<file path="src/rtl/spm_consts.vh">
/*
 Constants for the shared pin function selector: pullup register layout,
 reset values and synchroniser depth. Assumes inclusion by bare name.
*/
`ifndef SPM_CONSTS_VH
`define SPM_CONSTS_VH

// Pullup enable register, address and field positions
`define SPM_PUE_ADDR     16'h000B
`define SPM_PUE_OSC_OUTPUT_ENABLE   7
`define SPM_PUE_LINE_LSB 0
`define SPM_PUE_LINE_MSB 5
`define SPM_PUE_RESET    8'h00
`define SPM_PTB_PUE_RST  8'h00
// Port widths
`define SPM_PTA_W        6
`define SPM_PTB_W        8
// Synchroniser depth for pin inputs
`define SPM_SYNC_DEPTH   3
// Per line function select codes
`define SPM_SEL_GPIO     2'h0
`define SPM_SEL_LOW      2'h1
`define SPM_SEL_MID      2'h2
`define SPM_SEL_TOP      2'h3

`endif

</file>
<file path="src/rtl/spm_pin_mux.v">
/*
 Shared pin function selector for a six line port A and an eight line port B.
 Picks, per pin, the highest priority enabled function and routes pad driver,
 output enable, pullup and sampled input to it alone.
 Assumes the enables come from logic on sys_clk; pads are sampled here.
*/
`timescale 1ns/100ps
`default_nettype none
`include "spm_consts.vh"

module spm_pin_mux #(
	parameter PTA_W = `SPM_PTA_W,
	parameter PTB_W = `SPM_PTB_W
) (
	input  wire             sys_clk,          // Bus clock, 50 MHz
	input  wire             rst,              // Async reset, active high
	input  wire             clk_en,           // Freezes all state when low
	input  wire             pue_wr,           // Write strobe, pullup register
	input  wire [7:0]       pue_wdata,        // Pullup register write data
	output reg  [7:0]       pue_rdata,        // Pullup register contents
	input  wire             ptb_pue_wr,       // Write strobe, port B pullups
	input  wire [PTB_W-1:0] ptb_pue_wdata,    // Port B pullup write data
	input  wire             ptb_present,      // Larger package, port B bonded
	input  wire             adc_en0,          // Analog channel zero enabled
	input  wire             adc_en1,          // Analog channel one enabled
	input  wire             adc_en2,          // Analog channel two enabled
	input  wire             adc_en3,          // Analog channel three enabled
	input  wire             tim_en0,          // Timer channel zero owns pin
	input  wire             tim_en1,          // Timer channel one owns pin
	input  wire             tim_out0,         // Timer channel zero output
	input  wire             tim_out1,         // Timer channel one output
	input  wire             tim_oe0,          // Timer channel zero drives
	input  wire             tim_oe1,          // Timer channel one drives
	input  wire             timer_clock_pin_en,          // Timer clock from line two
	input  wire [PTA_W-1:0] kbd_en,           // Keyboard input enables
	input  wire             irq_en,           // External interrupt enabled
	input  wire             irq_pud,          // Interrupt pullup disable
	input  wire             rst_pin_en,       // Line three is reset input
	input  wire             xtal_opt,         // Crystal oscillator option
	input  wire             osc_in_en,        // Line five is oscillator in
	input  wire             osc_clk,          // RC or internal oscillator clock
	input  wire             xtal_drive,       // Crystal amplifier output
	input  wire [PTA_W-1:0] pta_dout,         // Port A data register
	input  wire [PTA_W-1:0] pta_ddr,          // Port A direction, 1 = out
	input  wire [PTB_W-1:0] ptb_dout,         // Port B data register
	input  wire [PTB_W-1:0] ptb_ddr,          // Port B direction, 1 = out
	input  wire [PTA_W-1:0] pta_pad_in,       // Port A pad input
	output reg  [PTA_W-1:0] pta_pad_out,      // Port A pad output
	output reg  [PTA_W-1:0] pta_pad_oe,       // Port A pad enable, high drives
	output reg  [PTA_W-1:0] pta_pullup,       // Port A pullup on
	output reg  [PTA_W-1:0] pta_schmitt,      // Port A hysteresis select
	input  wire [PTB_W-1:0] ptb_pad_in,       // Port B pad input
	output reg  [PTB_W-1:0] ptb_pad_out,      // Port B pad output
	output reg  [PTB_W-1:0] ptb_pad_oe,       // Port B pad enable
	output reg  [PTB_W-1:0] ptb_pullup,       // Port B pullup on
	output reg  [PTA_W-1:0] pta_gpio_in,      // Port A general input
	output reg  [PTB_W-1:0] ptb_gpio_in,      // Port B general input
	output reg  [PTA_W-1:0] kbd_in,           // Keyboard inputs, wake capable
	output reg  [3:0]       adc_in_sel,       // Analog channels granted
	output reg              tim_in0,          // Timer channel zero input
	output reg              tim_in1,          // Timer channel one input
	output reg              timer_clock_pin_in,          // Timer clock input
	output reg              irq_in_n,         // External interrupt, active low
	output reg              rst_in_n,         // Reset pin level, active low
	output reg              osc_in            // Oscillator input from pad
);

	// ******************************************
	// Selection function
	// ******************************************
	// Priority encode three enables, top first.
	function [1:0] spm_pick;
		input top, mid, low;
		spm_pick = top ? `SPM_SEL_TOP : mid ? `SPM_SEL_MID
			: low ? `SPM_SEL_LOW : `SPM_SEL_GPIO;
	endfunction

	// ******************************************
	// Registers
	// ******************************************
	reg [7:0]       pue_q;
	reg [PTB_W-1:0] ptb_pue_q;
	reg             live_q;
	reg [PTA_W-1:0] pa_s1_q, pa_s2_q, pa_s3_q, pa_q;
	reg [PTB_W-1:0] pb_s1_q, pb_s2_q, pb_s3_q, pb_q;

	// Alternate functions held off until the first enabled edge after reset.
	// Pullup register reset
	always @(posedge sys_clk or posedge rst) begin
		if (rst) begin
			pue_q     <= `SPM_PUE_RESET;
			ptb_pue_q <= `SPM_PTB_PUE_RST;
			live_q    <= 1'b0;
		end else if (clk_en) begin
			live_q <= 1'b1;
			if (pue_wr)
				pue_q <= {pue_wdata[7], 1'b0, pue_wdata[5:0]};
			if (ptb_pue_wr)
				ptb_pue_q <= ptb_pue_wdata;
		end
	end

	// Three stage sampling; a change counts when stages two and three agree.
	always @(posedge sys_clk or posedge rst) begin
		if (rst) begin
			{pa_s1_q, pa_s2_q, pa_s3_q, pa_q} <= {4*PTA_W{1'b1}};
			{pb_s1_q, pb_s2_q, pb_s3_q, pb_q} <= {4*PTB_W{1'b0}};
		end else if (clk_en) begin
			{pa_s3_q, pa_s2_q, pa_s1_q} <= {pa_s2_q, pa_s1_q, pta_pad_in};
			pa_q    <= (pa_s2_q & pa_s3_q) | (pa_q & (pa_s2_q ^ pa_s3_q));
			{pb_s3_q, pb_s2_q, pb_s1_q} <= {pb_s2_q, pb_s1_q, ptb_pad_in};
			pb_q    <= (pb_s2_q & pb_s3_q) | (pb_q & (pb_s2_q ^ pb_s3_q));
		end
	end

	// ******************************************
	// Per line arbitration
	// ******************************************
	reg [1:0] sel0, sel1, sel2, sel3, sel4, sel5;
	integer   i;

	always @* begin
		sel0 = live_q ? spm_pick(adc_en0, tim_en0, kbd_en[0]) : `SPM_SEL_GPIO;
		sel1 = live_q ? spm_pick(adc_en1, tim_en1, kbd_en[1]) : `SPM_SEL_GPIO;
		sel2 = live_q ? spm_pick(irq_en, kbd_en[2], timer_clock_pin_en) : `SPM_SEL_GPIO;
		sel3 = live_q ? spm_pick(rst_pin_en, kbd_en[3], 1'b0) : `SPM_SEL_GPIO;
		sel4 = live_q ? spm_pick(pue_q[`SPM_PUE_OSC_OUTPUT_ENABLE] | xtal_opt, adc_en2, kbd_en[4])
			: `SPM_SEL_GPIO;
		sel5 = live_q ? spm_pick(osc_in_en, adc_en3, kbd_en[5]) : `SPM_SEL_GPIO;
	end

	always @* begin
		pta_pad_out = {PTA_W{1'b0}};
		pta_pad_oe  = {PTA_W{1'b0}};
		pta_schmitt = {PTA_W{1'b0}};
		pta_pullup  = pue_q[`SPM_PUE_LINE_MSB:`SPM_PUE_LINE_LSB];
		pta_gpio_in = {PTA_W{1'b0}};
		kbd_in      = {PTA_W{1'b1}};
		adc_in_sel  = 4'h0;
		tim_in0     = 1'b0;
		tim_in1     = 1'b0;
		timer_clock_pin_in     = 1'b0;
		irq_in_n    = 1'b1;
		rst_in_n    = 1'b1;
		osc_in      = 1'b0;
		case (sel0)
			`SPM_SEL_TOP: begin
				adc_in_sel[0]  = 1'b1;
				pta_pullup[0]  = 1'b0;
			end
			`SPM_SEL_MID: begin
				pta_pad_out[0] = tim_out0;
				pta_pad_oe[0]  = tim_oe0;
				tim_in0        = pa_q[0];
			end
			`SPM_SEL_LOW: kbd_in[0] = pa_q[0];
			default: begin
				pta_pad_out[0] = pta_dout[0];
				pta_pad_oe[0]  = pta_ddr[0];
				pta_gpio_in[0] = pa_q[0];
			end
		endcase
		case (sel1)
			`SPM_SEL_TOP: begin
				adc_in_sel[1]  = 1'b1;
				pta_pullup[1]  = 1'b0;
			end
			`SPM_SEL_MID: begin
				pta_pad_out[1] = tim_out1;
				pta_pad_oe[1]  = tim_oe1;
				tim_in1        = pa_q[1];
			end
			`SPM_SEL_LOW: kbd_in[1] = pa_q[1];
			default: begin
				pta_pad_out[1] = pta_dout[1];
				pta_pad_oe[1]  = pta_ddr[1];
				pta_gpio_in[1] = pa_q[1];
			end
		endcase
		case (sel2)
			`SPM_SEL_TOP: begin
				irq_in_n       = pa_q[2];
				pta_schmitt[2] = 1'b1;
				pta_pullup[2]  = ~irq_pud;
			end
			`SPM_SEL_MID: kbd_in[2] = pa_q[2];
			`SPM_SEL_LOW: timer_clock_pin_in = pa_q[2];
			default: pta_gpio_in[2] = pa_q[2];
		endcase
		case (sel3)
			`SPM_SEL_TOP: begin
				rst_in_n       = pa_q[3];
				pta_pullup[3]  = 1'b1;
				pta_schmitt[3] = 1'b1;
			end
			`SPM_SEL_MID: kbd_in[3] = pa_q[3];
			default: begin
				pta_pad_out[3] = pta_dout[3];
				pta_pad_oe[3]  = pta_ddr[3];
				pta_gpio_in[3] = pa_q[3];
			end
		endcase
		case (sel4)
			`SPM_SEL_TOP: begin
				pta_pad_out[4] = xtal_opt ? xtal_drive : osc_clk;
				pta_pad_oe[4]  = 1'b1;
				pta_pullup[4]  = 1'b0;
			end
			`SPM_SEL_MID: begin
				adc_in_sel[2]  = 1'b1;
				pta_pullup[4]  = 1'b0;
			end
			`SPM_SEL_LOW: kbd_in[4] = pa_q[4];
			default: begin
				pta_pad_out[4] = pta_dout[4];
				pta_pad_oe[4]  = pta_ddr[4];
				pta_gpio_in[4] = pa_q[4];
			end
		endcase
		case (sel5)
			`SPM_SEL_TOP: begin
				osc_in         = pa_q[5];
				pta_pullup[5]  = 1'b0;
			end
			`SPM_SEL_MID: begin
				adc_in_sel[3]  = 1'b1;
				pta_pullup[5]  = 1'b0;
			end
			`SPM_SEL_LOW: kbd_in[5] = pa_q[5];
			default: begin
				pta_pad_out[5] = pta_dout[5];
				pta_pad_oe[5]  = pta_ddr[5];
				pta_gpio_in[5] = pa_q[5];
			end
		endcase
		// Pullup never fights an active driver
		for (i = 0; i < PTA_W; i = i + 1) begin
			if (pta_pad_oe[i])
				pta_pullup[i] = 1'b0;
		end
		if (!live_q)
			pta_pad_oe = {PTA_W{1'b0}};
		pue_rdata = pue_q;
	end

	// ******************************************
	// Port B
	// ******************************************
	// Eight lines when bonded
	always @* begin
		if (ptb_present && live_q) begin
			ptb_pad_oe  = ptb_ddr;
			ptb_pullup  = ptb_pue_q & ~ptb_ddr;
		end else begin
			ptb_pad_oe  = {PTB_W{1'b0}};
			ptb_pullup  = {PTB_W{1'b0}};
		end
		ptb_pad_out = ptb_dout;
		ptb_gpio_in = ptb_present ? pb_q : {PTB_W{1'b0}};
	end

endmodule

`default_nettype wire

</file>
<file path="config.mk">
export PLATFORM = sky130hd
export DESIGN_NAME = spm_pin_mux
export DESIGN_NICKNAME = d
export VERILOG_FILES = /design/src/rtl/spm_pin_mux.v
export VERILOG_INCLUDE_DIRS = /design/src /design/src/rtl
export SDC_FILE = /design/constraint.sdc
export NUM_CORES = 1
export LEC_CHECK = 0
export BUFFER_PORTS_ARGS = -buffer_cell sky130_fd_sc_hd__buf_2
export CORE_MARGIN = 2
export CORE_UTILIZATION = 47
export CTS_CLUSTER_SIZE = 8
export DETAILED_ROUTE_END_ITERATION = 7
export PLACE_DENSITY = 0.81
export SLEW_MARGIN = 20
export SYNTH_ARGS = -nofsm -noshare
export SYNTH_HDL_FRONTEND = slang
export SYNTH_SLANG_ARGS = --single-unit
</file>
<file path="constraint.sdc">
create_clock -name sys_clk -period 2.45 [get_ports sys_clk]
set_input_delay 0.49 -clock sys_clk [delete_from_list [all_inputs] [get_ports sys_clk]]
set_output_delay 0.49 -clock sys_clk [all_outputs]
set_load 0.01 [all_outputs]
</file>
==> impl_metrics.csv <==
group,metric,value,unit
run_status,status,"completed",
critical_path,slowest_delay,0.36,ns
die,core.rowCount,32,
global_route,grt_pass1_vias,2716,
layout,instances_no_fill,555,
placed_design,dp_cells,539,
clock_network,cts_inserted_buffers,9,
routing,wl_met1,3271,µm
pwr,vdd_ir_drop_max,0.0004502,V
logic_synthesis,ys_seq_elements,72,
logic_synthesis,postSynthAreaPerCell,12.01,µm²
die,num_io_pins,174,
logic_synthesis,synth_area_leaders,"dfrtp_1 (33%), mux2_2 (17%), dfstp_2 (17%)",
routing,via_per_inst,5.123,
logic_synthesis,yosysSeqAreaShare,0.4983,
die,fp.dieW,92.44,µm
clock_network,clock_latency,0.34,ns
placed_design,numPortBuffers,147,
layout,drive_gt1_frac,0.5607,
timing,fin_skew,0.006076,ns
critical_path,cp.arrival,1.69,ns
timing,worst_slew_margin_rel,0.5201,
placed_design,routabilityCongestion,0.6997,
critical_path,reg2reg_slack,1.28,ns
hold_path,worstHoldPathType,"in2async",
clock_network,hold_buffers,0,
placed_design,dpl.hpwl,6072,µm
pwr,p_leak,2.323,nW
clock_network,cts_root_buf,"clkbuf_8",
logic_synthesis,ys_types,36,
die,dieHeight,92.44,µm
critical_path,startpoint_type,"register",
logic_synthesis,ys.flop_type,"dfrtp_1",
logic_synthesis,ys_warn_count,0,
die,start_util,0.4807,
logic_synthesis,synthCells,306,
routing,drtAntennaViolNets,0,
logic_synthesis,async_flop_share,1.000,
clock_network,cts_resized,0,
die,die-area,8545,µm²
timing,layout_min_cycle_time,2.181,ns
global_route,grt_usage,0.1907,
critical_path,cp_max_fo,31,
clock_network,clock-sinks,72,
clock_network,clkSlewWorstSetupHoldPaths,0.08,ns
routing,drt_iter0_drc,101,
critical_path,path_class,"reg2out",
layout,num_antenna_cells,0,
critical_path,crit_path_cell_trace,"buf_4 > nand2_1 > nor3b_1 > buf_2",
critical_path,worstRegToRegCells,3,
clock_network,post-cts-setup-buffers,0,
routing,met2_wirelength,4091,µm
routing,avgRoutedWirePerCell,14.47,µm
critical_path,slowest_stage,"dfrtp_1",
timing,hold_viol,0,
job,drv_cap,0,
logic_synthesis,yosys.area.top_type,"dfrtp_1",
clock_network,cts_tree,"done",
clock_network,cts_max_level,3,
timing,drv_slew,0,
pwr,power.density,735.8,nW/µm²
logic_synthesis,synth-edff-count,0,
layout,syn_to_final_growth,27.03,%
critical_path,cp_data_required_time,1.96,ns
timing,rsz0062_at_grt,"no",
routing,drc_errors,0,
timing,finalSetupViolCount,0,
timing,fmax,458.5,MHz
timing,finalSetupTns,0,ns
global_route,grt_pass1_wl,12920,µm
routing,routed_wl,8032,µm
logic_synthesis,synth_area,3676,µm²
clock_network,cts_buffer_depth,2,
routing,route.met3.wl,574,µm
global_route,grt_max_degree,36,
global_route,grt_overflow,0,
routing,top_layer_used,"met4",
timing,tightest_slew,0.7188,ns
critical_path,crit_path_end_kind,"output pin",
die,core,7647,µm²
layout,finalNetCount,550,
routing,drtPass1Iterations,4,
timing,fin_crit_sh,0.8902,
routing,num_vias,2843,
global_route,antenna_found_initial,0,
logic_synthesis,synth_top_area_frac,0.3268,
stage by stage:
step	hold WS [ns]	utilization	worst slack (ns)	area, µm²	power (W)
floorplan	0.4577	-	0.1748	3699	0.002119
global placement	0.4745	0.5810	0.4734	4443	0.002359
detailed placement	0.4746	0.5810	0.4607	4443	0.002411
CTS	0.2729	0.6106	0.2636	4669	0.003483
global route	0.3158	0.6106	0.1071	4669	0.003649
finish	0.2566	0.6106	0.2691	4669	0.003436
synth_stat cells (9+ instances only):
library cell and n:
a22o_1 15, and3_1 11, mux2_2 57, nand2b_1 16, nand2_1 14, buf_4 16, nor2_1 10, dfrtp_1 48
ha_1 14, dfstp_2 24, buf_2 9, and2_1 17
layout by cell type (no fill, tap or decap), types with 11 or more instances in the layout:
master,n
dfrtp_1,48
ha_1,14
mux2_2,57
nand2_1,14
a22o_1,15
dfstp_2,24
buf_2,147
and2_1,17
and3_1,11
nand2b_1,16
kinds of logic after synthesis:
logic type / synth area share
adder cells (fa/ha/maj): 0.04765
flip-flops: 0.4983
multiplexers: 0.1746
AND/OR/NAND/NOR: 0.1464
other: 0.001020
buffers and inverters: 0.05106
AO/OA/AOI/OAI: 0.08101
registers in the layout, indices dropped and copies added, names as in the netlist:
signal	count
pue_rdata	7
pa_s1_q	6
ptb_pue_q	8
pb_s3_q	8
pb_s1_q	8
pb_q	8
pa_s3_q	6
live_q	1
pa_s2_q	6
pa_q	6
pb_s2_q	8
report_power, final:
| group | switching [W] | internal, W | total, W |
|---|---|---|---|
| Clock | 0.000466 | 0.000583 | 0.00105 |
| Combinational | 0.000322 | 0.000424 | 0.000746 |
| Sequential | 0.000162 | 0.00148 | 0.00164 |
worst paths after layout:
| kind | endpoint | start |
|---|---|---|
| setup reg to reg | pa_q[3] | pa_s2_q[3] |
| min in group sys_clk | ptb_pue_q[7] | ptb_pue_wdata[7] |
| max in group asynchronous | pa_q[4] | rst |
| hold reg to reg | pb_q[4] | pb_q[4] |
| hold / removal | pb_q[4] | rst |
| setup / recovery | ptb_pullup[2] | live_q |
metal layers:
metal / vias up / GRT usage
met2: 87 / 0.3236
li1: 1367 / -
met3: 10 / 0.06509
met4: 0 / 0.05970
met1: 1379 / 0.2288
met5: - / 0
area by class of cell:
| class | instances | area, µm² |
|---|---|---|
| clock buffers | 9 | 123.9 |
| clock inverters | 7 | 102.6 |
| fillers | 671 | 2978 |
| inverters | 3 | 11.26 |
| multi-input cells | 209 | 1679 |
| flip-flops and latches | 72 | 1832 |
| well taps | 102 | 127.6 |
| repair buffers | 153 | 793.3 |
worst max-delay path: cells and delay by family, from the launching register on:
| family | cells | cell delay, ns |
|---|---|---|
| buffers and inverters | 2 | 0.46 |
| DFF | 1 | 0.36 |
| and+or+nand+nor | 2 | 0.53 |
No activity file was read; power rests on OpenSTA's default activity.
